$ cat src/core/bgcu_params.svh
// Offsets, field positions, reset values and timing figures of the general bridge control upper bits.
`ifndef BGCU_PARAMS_SVH
`define BGCU_PARAMS_SVH

`define BGCU_ADDR_W 12
`define BGCU_GCR_OFFSET 12'h0D4

`define BGCU_RETRY_HI 31
`define BGCU_RETRY_LO 30
`define BGCU_ASPM_HI 29
`define BGCU_ASPM_LO 28
`define BGCU_LOW_SWING_BIT 27
`define BGCU_PM_REV_SEL_BIT 26
`define BGCU_RSVD_RW_BIT 25
`define BGCU_RSVD_RO_BIT 24
`define BGCU_CLK_PM_BIT 23
`define BGCU_BE_UPPER 3
`define BGCU_BE_BIT23 2

`define BGCU_RETRY_RST 2'h2
`define BGCU_ASPM_RST 2'h0
`define BGCU_LOW_SWING_RST 1'h0
`define BGCU_PM_REV_SEL_RST 1'h1
`define BGCU_RSVD_RW_RST 1'h0
`define BGCU_CLK_PM_RST 1'h0

`define BGCU_PM_REV_OLD 3'h2
`define BGCU_PM_REV_NEW 3'h3
`define BGCU_CLK_PM_OFF 2'h0
`define BGCU_CLK_PM_ON 2'h3

`define BGCU_CLK_MHZ 100
`define BGCU_RETRY_T0_US 25
`define BGCU_RETRY_T1_MS 1
`define BGCU_RETRY_T2_MS 25
`define BGCU_RETRY_T3_MS 50
`define BGCU_RETRY_T0_CYC (`BGCU_RETRY_T0_US * `BGCU_CLK_MHZ)
`define BGCU_RETRY_T1_CYC (`BGCU_RETRY_T1_MS * 1000 * `BGCU_CLK_MHZ)
`define BGCU_RETRY_T2_CYC (`BGCU_RETRY_T2_MS * 1000 * `BGCU_CLK_MHZ)
`define BGCU_RETRY_T3_CYC (`BGCU_RETRY_T3_MS * 1000 * `BGCU_CLK_MHZ)
`define BGCU_RETRY_CNT_W 23

`endif

$ cat src/core/bgcu_pkg.sv
// Types shared by the general bridge control upper bits and its retry timer.
package bgcu_pkg;

	typedef logic [1:0] bgcu_retry_sel_t;

	typedef enum logic [1:0] {
		BGCU_ASPM_OFF,
		BGCU_ASPM_L0S,
		BGCU_ASPM_L1,
		BGCU_ASPM_BOTH
	} bgcu_aspm_t;

	typedef enum logic [1:0] {
		BGCU_RT_IDLE,
		BGCU_RT_RETRY,
		BGCU_RT_EXPIRED
	} bgcu_rt_state_t;

endpackage : bgcu_pkg

$ cat src/core/bgcu_general_ctrl.sv
// Upper bits of the bridge general control register, with the effects they steer.
// Function
// - Retry a forwarded configuration request for the selected time before answering retry status.
// - Retry time field: 00 25 us, 01 1 ms, 10 25 ms default, 11 50 ms.
// - Bits 29:28 give the power-up value of the link active-state control bits.
// - That value maps straight: off, L0s, L1, or both L0s and L1.
// - Bit 27 set puts the transmit drivers in half amplitude without pre-emphasis.
// - Bit 26 selects the reported power management revision and no-soft-reset bit.
// - Bit 26 low reports revision 010b and 0; high reports 011b and 1.
// - Bit 24 always reads zero and ignores writes.
// - Bit 23 sets clock power management power-up value: 0 gives 00b, 1 gives 11b.
// - Fundamental, global and power-on reset all return the fields to defaults.
// - The register sits at configuration offset D4h.
`timescale 1ns/1ns
`include "bgcu_params.svh"

module bgcu_general_ctrl #(
	parameter int unsigned RETRY_T0_CYC = `BGCU_RETRY_T0_CYC,
	parameter int unsigned RETRY_T1_CYC = `BGCU_RETRY_T1_CYC,
	parameter int unsigned RETRY_T2_CYC = `BGCU_RETRY_T2_CYC,
	parameter int unsigned RETRY_T3_CYC = `BGCU_RETRY_T3_CYC
) (
	input wire logic CLK_I,
	input wire logic NRST_I,
	input wire logic FUND_RST_I,
	input wire logic GLOBAL_RESET_IN_I,
	input wire logic CFG_RD_I,
	input wire logic CFG_WR_I,
	input wire logic [`BGCU_ADDR_W-1:0] CFG_ADDR_I,
	input wire logic [3:0] CFG_BE_I,
	input wire logic [31:0] CFG_WDATA_I,
	input wire logic LOAD_I,
	input wire logic [31:0] LOAD_DATA_I,
	input wire logic LINK_CTRL_WR_I,
	input wire logic [1:0] LINK_ASPM_WDATA_I,
	input wire logic [1:0] LINK_CLK_PM_WDATA_I,
	input wire logic RETRY_START_I,
	input wire logic RETRY_DONE_I,
	output logic CFG_ACK_O,
	output logic [31:0] CFG_RDATA_O,
	output logic RETRY_BUSY_O,
	output logic CRS_ALLOWED_O,
	output logic TX_LOW_SWING_O,
	output logic [2:0] PM_REVISION_FIELD_O,
	output logic PM_NO_SOFT_RST_O,
	output bgcu_pkg::bgcu_aspm_t LINK_ASPM_CTRL_O,
	output logic [1:0] CLOCK_PM_ENABLE_FIELD_O
);

	////////////////////////////////////////////////////////////////////////////////
	// Elaboration checks.

	localparam int unsigned RETRY_CYC [4] = '{RETRY_T0_CYC, RETRY_T1_CYC, RETRY_T2_CYC, RETRY_T3_CYC};

	// A retry of one cycle would allow retry status on the second cycle after start, earlier than the early-status check permits.
	for (genvar k = 0; k < 4; k++) begin : g_retry_check
		if (RETRY_CYC[k] < 2) begin : g_short
			$error("Each retry time must be at least two clock cycles.");
		end
		if (RETRY_CYC[k] >= (64'h1 << `BGCU_RETRY_CNT_W)) begin : g_long
			$error("Each retry time must fit the retry counter.");
		end
	end

	// The address compare ignores the two low bits, so the offset must be word aligned.
	if (`BGCU_GCR_OFFSET % 4 != 0) begin : g_bad_offset
		$error("The register offset must be word aligned.");
	end

	// The read word is packed by concatenation, so the field positions must stay in this order.
	if (`BGCU_RETRY_HI != 31 || `BGCU_RETRY_LO != `BGCU_ASPM_HI + 1 || `BGCU_ASPM_LO != `BGCU_LOW_SWING_BIT + 1 ||
		`BGCU_LOW_SWING_BIT != `BGCU_PM_REV_SEL_BIT + 1 || `BGCU_PM_REV_SEL_BIT != `BGCU_RSVD_RW_BIT + 1 ||
		`BGCU_RSVD_RW_BIT != `BGCU_RSVD_RO_BIT + 1 || `BGCU_RSVD_RO_BIT != `BGCU_CLK_PM_BIT + 1 ||
		`BGCU_CLK_PM_BIT != 23) begin : g_bad_layout
		$error("Field positions no longer match the packed read word.");
	end

	////////////////////////////////////////////////////////////////////////////////
	// Decoding used by several fields.

	function automatic logic [3:0] pm_report(input logic sel);
		pm_report = sel ? {1'b1, `BGCU_PM_REV_NEW} : {1'b0, `BGCU_PM_REV_OLD};
	endfunction : pm_report

	function automatic logic [1:0] clk_pm_default(input logic sel);
		clk_pm_default = sel ? `BGCU_CLK_PM_ON : `BGCU_CLK_PM_OFF;
	endfunction : clk_pm_default

	////////////////////////////////////////////////////////////////////////////////
	// Field storage and write path.

	logic [1:0] retry_sel_reg;
	logic [1:0] retry_sel_next;
	logic [1:0] aspm_def_reg;
	logic [1:0] aspm_def_next;
	logic low_swing_reg;
	logic low_swing_next;
	logic pm_rev_sel_reg;
	logic pm_rev_sel_next;
	logic rsvd_rw_reg;
	logic rsvd_rw_next;
	logic clk_pm_def_reg;
	logic clk_pm_def_next;

	wire sync_rst = FUND_RST_I | GLOBAL_RESET_IN_I;
	wire addr_hit = ({CFG_ADDR_I[`BGCU_ADDR_W-1:2], 2'b00} == `BGCU_GCR_OFFSET);
	wire rd_hit = CFG_RD_I & addr_hit;
	wire wr_hit = CFG_WR_I & addr_hit;
	// Lane 3 carries bits 31:25; of lane 2 only bit 23 lives here, the rest belongs elsewhere.
	wire wr_upper = wr_hit & CFG_BE_I[`BGCU_BE_UPPER];
	wire wr_bit23 = wr_hit & CFG_BE_I[`BGCU_BE_BIT23];

	// A reload carries the whole word, so it rewrites every field unless a reset comes in the same cycle.
	wire up_en = LOAD_I | wr_upper;
	wire b23_en = LOAD_I | wr_bit23;
	wire [31:0] up_data = LOAD_I ? LOAD_DATA_I : CFG_WDATA_I;

	assign retry_sel_next = sync_rst ? `BGCU_RETRY_RST :
		up_en ? up_data[`BGCU_RETRY_HI:`BGCU_RETRY_LO] : retry_sel_reg;
	assign aspm_def_next = sync_rst ? `BGCU_ASPM_RST :
		up_en ? up_data[`BGCU_ASPM_HI:`BGCU_ASPM_LO] : aspm_def_reg;
	assign low_swing_next = sync_rst ? `BGCU_LOW_SWING_RST :
		up_en ? up_data[`BGCU_LOW_SWING_BIT] : low_swing_reg;
	assign pm_rev_sel_next = sync_rst ? `BGCU_PM_REV_SEL_RST :
		up_en ? up_data[`BGCU_PM_REV_SEL_BIT] : pm_rev_sel_reg;
	// The reserved bit is stored as written; keeping it zero is the programmer's duty.
	assign rsvd_rw_next = sync_rst ? `BGCU_RSVD_RW_RST :
		up_en ? up_data[`BGCU_RSVD_RW_BIT] : rsvd_rw_reg;
	assign clk_pm_def_next = sync_rst ? `BGCU_CLK_PM_RST :
		b23_en ? up_data[`BGCU_CLK_PM_BIT] : clk_pm_def_reg;

	always_ff @(posedge CLK_I or negedge NRST_I) begin
		if (!NRST_I) begin
			retry_sel_reg <= `BGCU_RETRY_RST;
			aspm_def_reg <= `BGCU_ASPM_RST;
			low_swing_reg <= `BGCU_LOW_SWING_RST;
			pm_rev_sel_reg <= `BGCU_PM_REV_SEL_RST;
			rsvd_rw_reg <= `BGCU_RSVD_RW_RST;
			clk_pm_def_reg <= `BGCU_CLK_PM_RST;
		end else begin
			retry_sel_reg <= retry_sel_next;
			aspm_def_reg <= aspm_def_next;
			low_swing_reg <= low_swing_next;
			pm_rev_sel_reg <= pm_rev_sel_next;
			rsvd_rw_reg <= rsvd_rw_next;
			clk_pm_def_reg <= clk_pm_def_next;
		end
	end

	////////////////////////////////////////////////////////////////////////////////
	// Read path; bits 22:0 belong to other logic and read as zero here.

	// Bit 24 is a constant zero, so a write to it is lost by construction.
	wire [31:0] gcr_word = {retry_sel_reg, aspm_def_reg, low_swing_reg, pm_rev_sel_reg,
		rsvd_rw_reg, 1'b0, clk_pm_def_reg, 23'h000000};
	wire [31:0] rdata_next = rd_hit ? gcr_word : 32'h00000000;
	// Writes are acknowledged as well, so a master counts completions the same way for both.
	wire ack_next = rd_hit | wr_hit;

	always_ff @(posedge CLK_I or negedge NRST_I) begin
		if (!NRST_I) begin
			CFG_ACK_O <= 1'b0;
			CFG_RDATA_O <= 32'h00000000;
		end else begin
			CFG_ACK_O <= ack_next;
			CFG_RDATA_O <= rdata_next;
		end
	end

	////////////////////////////////////////////////////////////////////////////////
	// Effects steered by the fields. Computed from next values so the outputs track the field
	// in the same edge that stores it, with no extra cycle of lag.

	wire [3:0] pm_next = pm_report(pm_rev_sel_next);
	wire [2:0] pm_rev_next = pm_next[2:0];
	wire pm_no_soft_next = pm_next[3];
	// Defaults win over a software write of link control in the same cycle, as a reset must.
	wire load_defaults = sync_rst | LOAD_I;
	wire [1:0] aspm_default = aspm_def_next;
	wire [1:0] clk_pm_fill = clk_pm_default(clk_pm_def_next);
	wire [1:0] aspm_ctl_next = load_defaults ? aspm_default :
		LINK_CTRL_WR_I ? LINK_ASPM_WDATA_I : LINK_ASPM_CTRL_O;
	wire [1:0] clk_pm_ctl_next = load_defaults ? clk_pm_fill :
		LINK_CTRL_WR_I ? LINK_CLK_PM_WDATA_I : CLOCK_PM_ENABLE_FIELD_O;

	always_ff @(posedge CLK_I or negedge NRST_I) begin
		if (!NRST_I) begin
			TX_LOW_SWING_O <= `BGCU_LOW_SWING_RST;
			PM_REVISION_FIELD_O <= `BGCU_PM_REV_NEW;
			PM_NO_SOFT_RST_O <= 1'b1;
			LINK_ASPM_CTRL_O <= bgcu_pkg::BGCU_ASPM_OFF;
			CLOCK_PM_ENABLE_FIELD_O <= `BGCU_CLK_PM_OFF;
		end else begin
			TX_LOW_SWING_O <= low_swing_next;
			PM_REVISION_FIELD_O <= pm_rev_next;
			PM_NO_SOFT_RST_O <= pm_no_soft_next;
			LINK_ASPM_CTRL_O <= bgcu_pkg::bgcu_aspm_t'(aspm_ctl_next);
			CLOCK_PM_ENABLE_FIELD_O <= clk_pm_ctl_next;
		end
	end

	////////////////////////////////////////////////////////////////////////////////
	// Secondary bus retry timing.

	bgcu_retry_timer #(
		.CNT_W(`BGCU_RETRY_CNT_W),
		.T0_CYC(RETRY_T0_CYC),
		.T1_CYC(RETRY_T1_CYC),
		.T2_CYC(RETRY_T2_CYC),
		.T3_CYC(RETRY_T3_CYC)
	) u_retry_timer (
		.clk_i(CLK_I),
		.nrst_i(NRST_I),
		.sync_rst_i(sync_rst),
		.start_i(RETRY_START_I),
		.done_i(RETRY_DONE_I),
		.sel_i(retry_sel_reg),
		.busy_o(RETRY_BUSY_O),
		.expired_o(CRS_ALLOWED_O)
	);

endmodule : bgcu_general_ctrl

$ cat src/core/bgcu_retry_timer.sv
// Times how long a forwarded configuration request has been retried on the secondary bus.
`timescale 1ns/1ns
`include "bgcu_params.svh"

module bgcu_retry_timer #(
	parameter int unsigned CNT_W = `BGCU_RETRY_CNT_W,
	parameter int unsigned T0_CYC = `BGCU_RETRY_T0_CYC,
	parameter int unsigned T1_CYC = `BGCU_RETRY_T1_CYC,
	parameter int unsigned T2_CYC = `BGCU_RETRY_T2_CYC,
	parameter int unsigned T3_CYC = `BGCU_RETRY_T3_CYC
) (
	input wire logic clk_i,
	input wire logic nrst_i,
	input wire logic sync_rst_i,
	input wire logic start_i,
	input wire logic done_i,
	input wire bgcu_pkg::bgcu_retry_sel_t sel_i,
	output logic busy_o,
	output logic expired_o
);

	////////////////////////////////////////////////////////////////////////////////
	if (T0_CYC < 1 || T1_CYC < 1 || T2_CYC < 1 || T3_CYC < 1 ||
		T0_CYC >= (64'h1 << CNT_W) || T1_CYC >= (64'h1 << CNT_W) ||
		T2_CYC >= (64'h1 << CNT_W) || T3_CYC >= (64'h1 << CNT_W)) begin : g_bad_limits
		$error("Retry limits must be at least one cycle and fit the counter.");
	end

	bgcu_pkg::bgcu_rt_state_t state_reg;
	bgcu_pkg::bgcu_rt_state_t state_next;
	logic [CNT_W-1:0] cnt_reg;
	logic [CNT_W-1:0] cnt_next;
	logic [CNT_W-1:0] limit_m1;

	// The selection is taken at the start, so a field rewrite never bends a retry already running.
	assign limit_m1 = (sel_i == 2'h0) ? CNT_W'(T0_CYC - 1) :
		(sel_i == 2'h1) ? CNT_W'(T1_CYC - 1) :
		(sel_i == 2'h2) ? CNT_W'(T2_CYC - 1) : CNT_W'(T3_CYC - 1);

	////////////////////////////////////////////////////////////////////////////////
	always_comb begin
		state_next = state_reg;
		cnt_next = cnt_reg;
		if (done_i) begin
			state_next = bgcu_pkg::BGCU_RT_IDLE;
			cnt_next = '0;
		end else if (start_i) begin
			state_next = bgcu_pkg::BGCU_RT_RETRY;
			cnt_next = limit_m1;
		end else begin
			unique case (state_reg)
				bgcu_pkg::BGCU_RT_IDLE: begin
					cnt_next = '0;
				end
				bgcu_pkg::BGCU_RT_RETRY: begin
					if (cnt_reg == '0) begin
						state_next = bgcu_pkg::BGCU_RT_EXPIRED;
					end else begin
						cnt_next = cnt_reg - CNT_W'(1);
					end
				end
				bgcu_pkg::BGCU_RT_EXPIRED: begin
					cnt_next = '0;
				end
				default: begin
					state_next = bgcu_pkg::BGCU_RT_IDLE;
					cnt_next = '0;
				end
			endcase
		end
		if (sync_rst_i) begin
			state_next = bgcu_pkg::BGCU_RT_IDLE;
			cnt_next = '0;
		end
	end

	always_ff @(posedge clk_i or negedge nrst_i) begin
		if (!nrst_i) begin
			state_reg <= bgcu_pkg::BGCU_RT_IDLE;
			cnt_reg <= '0;
			busy_o <= 1'b0;
			expired_o <= 1'b0;
		end else begin
			state_reg <= state_next;
			cnt_reg <= cnt_next;
			busy_o <= (state_next == bgcu_pkg::BGCU_RT_RETRY);
			expired_o <= (state_next == bgcu_pkg::BGCU_RT_EXPIRED);
		end
	end

endmodule : bgcu_retry_timer

$ cat config.mk
export PLATFORM = sky130hd
export DESIGN_NAME = bgcu_general_ctrl
export DESIGN_NICKNAME = d
export VERILOG_FILES = /design/src/core/bgcu_pkg.sv /design/src/core/bgcu_general_ctrl.sv /design/src/core/bgcu_retry_timer.sv
export VERILOG_INCLUDE_DIRS = /design/src /design/src/core
export SDC_FILE = /design/constraint.sdc
export NUM_CORES = 1
export LEC_CHECK = 0
export BUFFER_PORTS_ARGS = -buffer_cell sky130_fd_sc_hd__buf_2
export CORE_ASPECT_RATIO = 0.7
export CORE_MARGIN = 3
export CORE_UTILIZATION = 42
export CTS_BUF_LIST = sky130_fd_sc_hd__clkbuf_8 sky130_fd_sc_hd__clkbuf_16
export CTS_CLUSTER_DIAMETER = 40
export DETAILED_ROUTE_END_ITERATION = 10
export GPL_TIMING_DRIVEN = 0
export PLACE_DENSITY = 0.87
export REMOVE_ABC_BUFFERS = 1
export SLEW_MARGIN = 15
export SYNTH_ARGS = -nofsm -noshare
export SYNTH_HDL_FRONTEND = slang
export SYNTH_HIERARCHICAL = 1
export SYNTH_SLANG_ARGS = --single-unit
$ cat constraint.sdc
create_clock -name CLK_I -period 2.1 [get_ports CLK_I]
set_input_delay 0.21 -clock CLK_I [delete_from_list [all_inputs] [get_ports CLK_I]]
set_output_delay 0.21 -clock CLK_I [all_outputs]
set_load 0.02 [all_outputs]
# Yosys cells after proc, flatten, opt, wreduce, memory -nomap -nowiden
# Cells that the tools add are included.
# classes
n_addsub	1
n_eq_ne	8
mux	33
bitwise	9
reduce_logical	6
# ops
cell	count
23-bit 2-to-1 mux	8
32-bit 2-to-1 mux	2
2-bit 2-to-1 mux	13
23-bit logical NOT	1
23-bit by 1-bit subtractor with 23-bit output, second input constant	1
10-bit by 6-bit equality test with 1-bit output, second input constant	1
1-bit 2-to-1 mux	8
2-bit by 1-bit equality test with 1-bit output, second input constant	3
2-bit equality test, second input constant	3
5-bit inequality test, second input constant	1
1-bit bitwise OR	5
1-bit AND	4
2-bit logical NOT	2
4-bit 2-to-1 mux	1
2-bit case mux with 2 select lines	1
2-bit nonzero test	2
2-bit OR reduction	1
# word_totals
register_bits	76

# Logic depth before layout (Yosys ltp)
# Gate-level depths: netlist of the first run.
# logic_depth
word_depth	8
mapped_depth	7

# By module
# The synthesis of the first run kept the hierarchy.
# modules_own_cells
mod	n_inst	cells_per_inst	area_per_inst_um2
bgcu_retry_timer	1	186	1731.7
bgcu_general_ctrl	1	107	1143.6

# Worst setup path before layout of the first run
# Ideal clock, no wire load.
# synth_path
path_kind	register to register
from	register u_retry_timer.cnt_reg[0]
to	register u_retry_timer.cnt_reg[20]
t_arrival_ns	1.831
required_ns	2.021
path_slack_ns	0.189
path_stages_with_launch	7
synth_period_minus_slack_ns	1.911
path_cell_list	dfrtp_1 -> inv_1 -> ha_1 -> nor3b_2 -> nand2_1 -> a2111oi_1 -> mux2i_1
# synth_via
elab_chain_cells	6
word_cells_on_any_way	8
classes_between	add/sub (1); eq/ne (1); mux (5); reduce/logical (1)
# synth_lines
item	line	rtl
start: declaration	bgcu_retry_timer.sv:31	logic [CNT_W-1:0] cnt_reg;
start signal: assignment	bgcu_retry_timer.sv:85	cnt_reg <= cnt_next;
23-bit by 1-bit subtractor with 23-bit output	bgcu_retry_timer.sv:59	cnt_next = cnt_reg - CNT_W'(1);
23-bit 2-to-1 mux	bgcu_retry_timer.sv:56	if (cnt_reg == '0) begin
23-bit 2-to-1 mux	bgcu_retry_timer.sv:51	unique case (state_reg)
23-bit 2-to-1 mux	bgcu_retry_timer.sv:47	end else if (start_i) begin
23-bit 2-to-1 mux	bgcu_retry_timer.sv:44	if (done_i) begin
23-bit 2-to-1 mux	bgcu_retry_timer.sv:71	if (sync_rst_i) begin
# Parallel ways exist; a longest one is shown, timed or not. The select of a mux whose other input is x is not followed.
# A chain may end at the register's enable or synchronous reset.

# Final worst setup path of the first run
# layout_path
from	register u_retry_timer.cnt_reg[5]
to	register u_retry_timer.cnt_reg[21]
# The elaborated chain is that of the path after synthesis.

==> out/metrics.cfg, run 1 <==
[clock_network]
cts_tree = done
cts_buffers = 5
clk_pin_slew_ns = 0.09
cts-htree-levels = 2
cts-root-buf = clkbuf_8
clock_latency_ns = 0.31
cts_buffer_depth = 2
cts.sinks = 48

[place]
place_inst = 434
gp_congestion = 0.885
dp_hpwl_um = 5570
io_buffer_count = 59
placedInstanceArea_um2 = 3170

[sta]
hold_violations = 0
finClkSkew_ns = 0.0104
max_freq_ghz = 0.491
max_slew.worst_pin.slew_ns = 0.650
setup_viol = 0
slew_headroom_pct = 56.5
drv_slew = 0
timing.final.crit_share_pct = 97.0
period_minus_slack_ns = 2.04

[synthesis]
synth_area_leaders = dfrtp_1 40%, buf_4 7.0%, mux2i_1 4.9%
synth_top_area_share_pct = 40.0
synthArstFlopShare_pct = 100
synth_edf_count = 0
yosysWarnings = 6
synth.avg_cell_area_um2 = 9.81
ys.flop_type = dfrtp_1
synth_cell_types = 57
yosys.area.top_type = dfrtp_1
netlist_area_um2 = 2880
ys_seq_elements = 48
synth_seq_area_share_pct = 41.9
syn_inst = 293

[global_route]
grt_overflow_total = 0
grt_max_degree = 49
grt_pass1_wl_um = 12500
grt_pass1_vias = 2458
antenna_found_initial = 0
grt_use_total_pct = 20.4

[die]
die_y_um = 75.2
io_pins = 138
dieArea_um2 = 7890
start_util_pct = 44.7
chipWidth_um = 105
rows = 24
core_um2 = 6430

[routing]
vias_per_cell = 5.67
final_antenna_net_count = 0
vias = 2538
wl_um = 7730
drt_iter0_markers = 306
drcViolationCount = 0
drt-pass1-iter-count = 5
wire_per_inst_um = 17.3

[power_and_ir_drop]
vdd_drop_max_mv = 0.319
powerDensity_nw_per_um2 = 569
power_leakage_nw = 1.70

[critical_path]
crit_path_end_kind = flop
worstReg2RegStart = u_retry_timer/cnt_reg[5]
arrival_ns = 2.26
crit_path_max_fanout = 9
reg2reg_to = u_retry_timer/cnt_reg[21]
worstPathRequired_ns = 2.33
start_kind = flop
r2r_slack_ns = 0.06
crit_type = flop to flop
ff2ff_path_depth = 5

[flow_run]
maxCapViolCount = 0

[worst_hold_path]
min_to = PM_REVISION_FIELD_O[0]
min_path_type = primary input to flop
min_path_cells = 2
holdCritStartpoint = CFG_WDATA_I[26]

[layout]
largest_reg_flops = 23
syn_to_final_growth_pct = 18.5
layout.nets = 459
finalInstanceArea_um2 = 3410
diodes = 0
layout-drive-gt1-share_pct = 27.5
stdcell_count = 448
fin_util_pct = 53.0

[status]
run_status = completed

==> power breakdown <==
group	internal (mW)	switching (mW)	leakage, nW	total [mW]
clock network	0.269	0.317	0.0516	0.587
logic	0.134	0.247	0.999	0.381
registers	0.943	0.0250	0.652	0.968
total	1.35	0.590	1.70	1.94
==> cell usage after synthesis (all sizes together), types with 4 or more instances <==
master and number:
dfrtp 46, buf 30, a21oi 20, nand2 16
nor2 16, mux2i 14, and2 12, o21ai 11
ha 9, nand3 9, inv 8, nor4 8
xor2 8, a31oi 6, clkbuf 6, nor3 6
or3 6, or4 6, nand4 5, o311ai 4
o31ai 4
==> final cells by class <==
type | instances | area [µm²]
clock buffers | 6 | 82.6
fillers | 570 | 3020
clock inverters | 2 | 13.8
repair buffers | 68 | 372
inverters | 9 | 33.8
flip-flops and latches | 48 | 1210
multi-input cells | 224 | 1580
well taps | 91 | 114
==> per-stage QoR <==
step	hold slack (ns)	TNS, ns	setup slack, ns	power, mW
after floorplan	-0.0856	-7.68	-0.585	1.19
after global placement	0.433	-30.94	-1.78	1.30
after detailed placement	0.448	-1.82	-0.350	1.32
after CTS	0.104	0	0.00913	1.92
after global routing	0.155	-0.0219	-0.0219	2.03
final	0.165	0	0.0629	1.94
==> timing repair <==
action / CTS / global route
hold buffers: 0 / 1
hold endpoints to repair: 0 / 46
gates resized for setup: 9 / 8
buffers inserted: 3 / 2
endpoints found under the setup margin: 16 / 20
pin swaps: 2 / 4
==> placed cells by master (no fill, tap or decap), types with 4 or more instances in the layout <==
cell and n:
nand3_1 9, inv_1 8, o21ai_0 10, or3_1 6, nor3_1 6, a31oi_1 6, clkbuf_8 6, and2_1 12
nor4_4 5, nand2_1 14, nor2_1 16, o311ai_0 4, conb_1 26, dfrtp_1 44, mux2i_1 14, ha_1 9
xor2_1 8, or4_1 6, buf_4 8, buf_2 58, a21oi_1 20
==> metal layers <==
metal | track usage (%) | routed length, µm
met3 | 4.37 | 666
met2 | 32.6 | 3660
met5 | 0 | 0
met1 | 27.5 | 3250
met4 | 8.30 | 158
==> logic make-up after synthesis <==
kind of cell               after synthesis  synth area share (%)
AOI/OAI and AO/OA                       63                  14.3
xor gates and xnor gates                 8                  2.44
adders and majority gates                9                  3.92
buffers and inverters                   45                  9.49
DFF                                     48                  41.9
muxes                                   15                  5.27
other                                    2                 0.261
and+or+nand+nor                        103                  22.5
==> worst max-delay path by stage <==
stage | startpoint | end | slack, ns | cells past startpoint
6_report | u_retry_timer/cnt_reg[5] | u_retry_timer/cnt_reg[21] | 0.06 | 5
2_1_floorplan | u_retry_timer/cnt_reg[4] | u_retry_timer/cnt_reg[2] | -0.59 | 4
4_1_cts | u_retry_timer/cnt_reg[4] | u_retry_timer/cnt_reg[21] | 0.009 | 5
3_5_place_dp | u_retry_timer/cnt_reg[0] | u_retry_timer/cnt_reg[13] | -0.35 | 4
3_3_place_gp | u_retry_timer/cnt_reg[4] | u_retry_timer/cnt_reg[13] | -1.78 | 4
5_1_grt | u_retry_timer/cnt_reg[0] | u_retry_timer/cnt_reg[13] | -0.02 | 7
==> critical path, stage by stage (launching register included) <==
cell and delay, ns:
dfrtp_2 0.46, nor4_4 0.37, buf_6 0.21, nand4b_1 0.23, or4_1 0.53, a31oi_1 0.17
(Power assumes the default switching activity.)
==> inputs of run 2 (changes only) <==
- CELL_PAD_IN_SITES_DETAIL_PLACEMENT: unset -> 0
- CELL_PAD_IN_SITES_GLOBAL_PLACEMENT: unset -> 1
- CORE_ASPECT_RATIO: 0.7 -> 1.75
- CORE_UTILIZATION: 42 -> 31
- CTS_BUF_LIST: sky130_fd_sc_hd__clkbuf_8 sky130_fd_sc_hd__clkbuf_16 -> unset
- PLACE_DENSITY: 0.87 -> 0.88
==> run 2 against run 1 <==
Effect of this change: first-iteration DRC count shrank 59%; sequential share of layout area down 1.1 points; total power is 15% higher; clock skew is 0.0052 ns lower; die area grew 33%; cell count grew 6.0%; core utilization shrank 13 points; combinational power decreased by 1%; setup slack worse by 0.012 ns; routed wire length down 5.1%; sequential power is essentially flat; clock power grew 52%; critical endpoint is now u_retry_timer/cnt_reg[22]; largest power group unchanged.
==> out/metrics.cfg, run 2 (synthesized netlist as in run 1, its figures left out) <==
[sta]
final.setup.worst_slack_ns = 0.0513  ; was 0.0629 ns
finClkSkew_ns = 0.00522  ; was 0.0104 ns
period_minus_slack_ns = 2.05  ; was 2.04 ns
max_freq_ghz = 0.488  ; was 0.491 GHz
drv_slew = 0  ; unchanged
hold_violations = 0  ; unchanged
timing.final.crit_share_pct = 97.6  ; was 97.0%
slew_headroom_pct = 55.2  ; was 56.5%
whs_ns = 0.183  ; was 0.165 ns
max_slew.worst_pin.slew_ns = 0.669  ; was 0.650 ns
setup_viol = 0  ; unchanged
grt_setup_unrepaired = true

[critical_path]
cp_num_buf_inv = 0  ; was 1
worstPathRequired_ns = 2.31  ; was 2.33 ns
arrival_ns = 2.26  ; about the same
crit_type = flop to flop  ; unchanged
cp_slowest_cell = or4_1  ; unchanged
crit_family = simple AND/OR/NAND/NOR gates  ; unchanged
crit_path_end_kind = flop  ; unchanged
start_kind = flop  ; unchanged
crit_path_max_fanout = 9  ; unchanged
slowest_delay_ns = 0.59  ; was 0.53 ns
path_cells = nor4_4, nand4_2, or4_1, a31oi_1  ; was nor4_4, buf_6, nand4b_1, or4_1, a31oi_1

[clock_network]
cts_tree = done  ; unchanged
cts_buffers = 5  ; unchanged
clk_pin_slew_ns = 0.06  ; was 0.09 ns
cts_buffer_depth = 2  ; unchanged
cts-root-buf = clkbuf_16  ; was clkbuf_8
cts-htree-levels = 2  ; unchanged
clock_latency_ns = 0.29  ; was 0.31 ns
cts.sinks = 48  ; unchanged

[worst_hold_path]
min_path_type = primary input to flop  ; unchanged

[place]
dp_hpwl_um = 5460  ; was 5570 µm
io_buffer_count = 59  ; unchanged
placedInstanceArea_um2 = 3190  ; was 3170 µm²
gp_congestion = 0.875  ; was 0.885
place_ws_ns = -0.708  ; was -0.350 ns

[layout]
final_common_cell = buf_2  ; unchanged
diodes = 0  ; unchanged
largest_reg_flops = 23  ; unchanged
finalInstanceArea_um2 = 3510  ; was 3410 µm²
final_cell_mix = 58 x buf_2, 46 x dfrtp_1, 26 x conb_1  ; was 58 x buf_2, 44 x dfrtp_1, 26 x conb_1
layout-drive-gt1-share_pct = 26.8  ; was 27.5%
fin_util_pct = 39.7  ; was 53.0%
syn_to_final_growth_pct = 22.0  ; was 18.5%
layout.nets = 460  ; was 459

[global_route]
gr-usage-met1_pct = 13.6  ; was 27.5%
grt_max_degree = 49  ; unchanged
antenna_found_initial = 0  ; unchanged
grt_overflow_total = 0  ; unchanged
grt_pass1_vias = 2497  ; was 2458
use_met3_pct = 2.91  ; was 4.37%
met2_usage_pct = 26.1  ; was 32.6%
grt.busiest_layer = met2  ; unchanged
grt_use_total_pct = 14.0  ; was 20.4%
grt_pass1_wl_um = 11600  ; was 12500 µm

[routing]
wl_um = 7340  ; was 7730 µm
wire_per_inst_um = 15.4  ; was 17.3 µm
drt_iter0_markers = 124  ; was 306
vias = 2498  ; was 2538
drcViolationCount = 0  ; unchanged
vias_per_cell = 5.26  ; was 5.67
drt-pass1-iter-count = 4  ; was 5
final_antenna_net_count = 0  ; unchanged

[power_and_ir_drop]
powerDensity_nw_per_um2 = 637  ; was 569 nW/µm²
power_leakage_nw = 1.74  ; was 1.70 nW
vdd_drop_max_mv = 0.410  ; was 0.319 mV
p_total_mw = 2.23  ; was 1.94 mW

[die]
die_y_um = 133  ; was 75.2 µm
io_pins = 138  ; unchanged
start_util_pct = 32.5  ; was 44.7%
rows = 45  ; was 24
core_um2 = 8840  ; was 6430 µm²
chipWidth_um = 78.8  ; was 105 µm
dieArea_um2 = 10500  ; was 7890 µm²

[flow_run]
maxCapViolCount = 0  ; unchanged

[status]
run_status = completed  ; unchanged

run 2: worst register-to-register path: stages (launching register included):
cell     delay (ns)
dfrtp_1        0.44
nor4_4         0.40
nand4_2        0.35
or4_1          0.60
a31oi_1        0.18
run 2: final timing paths:
kind	from	end	slack (ns)	depth (start not counted)
setup / recovery	u_retry_timer/cnt_reg[9]	u_retry_timer/cnt_reg[22]	0.05	4
hold / removal	CFG_WR_I	CFG_ACK_O	0.18	2
setup reg to reg	u_retry_timer/cnt_reg[9]	u_retry_timer/cnt_reg[22]	0.05	4
hold reg to reg	aspm_def_reg[0]	CFG_RDATA_O[28]	0.48	1
max in group asynchronous	NRST_I	CLOCK_PM_ENABLE_FIELD_O[0]	1.21	2
min in group asynchronous	NRST_I	u_retry_timer/cnt_reg[21]	0.49	2
run 2: routing by layer:
layer | share of wire (%) | up-vias
met5 | 0 | -
met4 | 5.8 | 0
met3 | 7.1 | 37
met2 | 54 | 130
met1 | 34 | 1184
li1 | - | 1147
run 2: through the flow:
step	cells	TNS (ns)
2_1_floorplan	281	-7.68
3_3_place_gp	457	-28.26
3_5_place_dp	458	-11.05
4_1_cts	473	0
5_1_grt	475	-0.00951
6_report	475	0
run 2: cell type report:
cell class / instances / area (µm²)
clock buffer: 6 / 129
clock inverter: 2 / 35.0
fill: 887 / 5330
inverter: 9 / 33.8
multi-input combinational: 224 / 1580
sequential: 48 / 1200
tap: 117 / 146
timing repair buffer: 69 / 375
run 2: what timing repair did:
item | in CTS | in global routing
setup buffers | 7 | 1
hold endpoints to repair | 0 | 46
pin swaps | 3 | 2
endpoints found under the setup margin | 24 | 16
gates resized for setup | 6 | 7
hold buffers | 0 | 1
run 2: where the power goes:
part	total (mW)	switching (mW)	internal [mW]
Combinational	0.377	0.243	0.135
Clock	0.890	0.330	0.560
Sequential	0.967	0.0224	0.944
Total	2.23	0.596	1.64
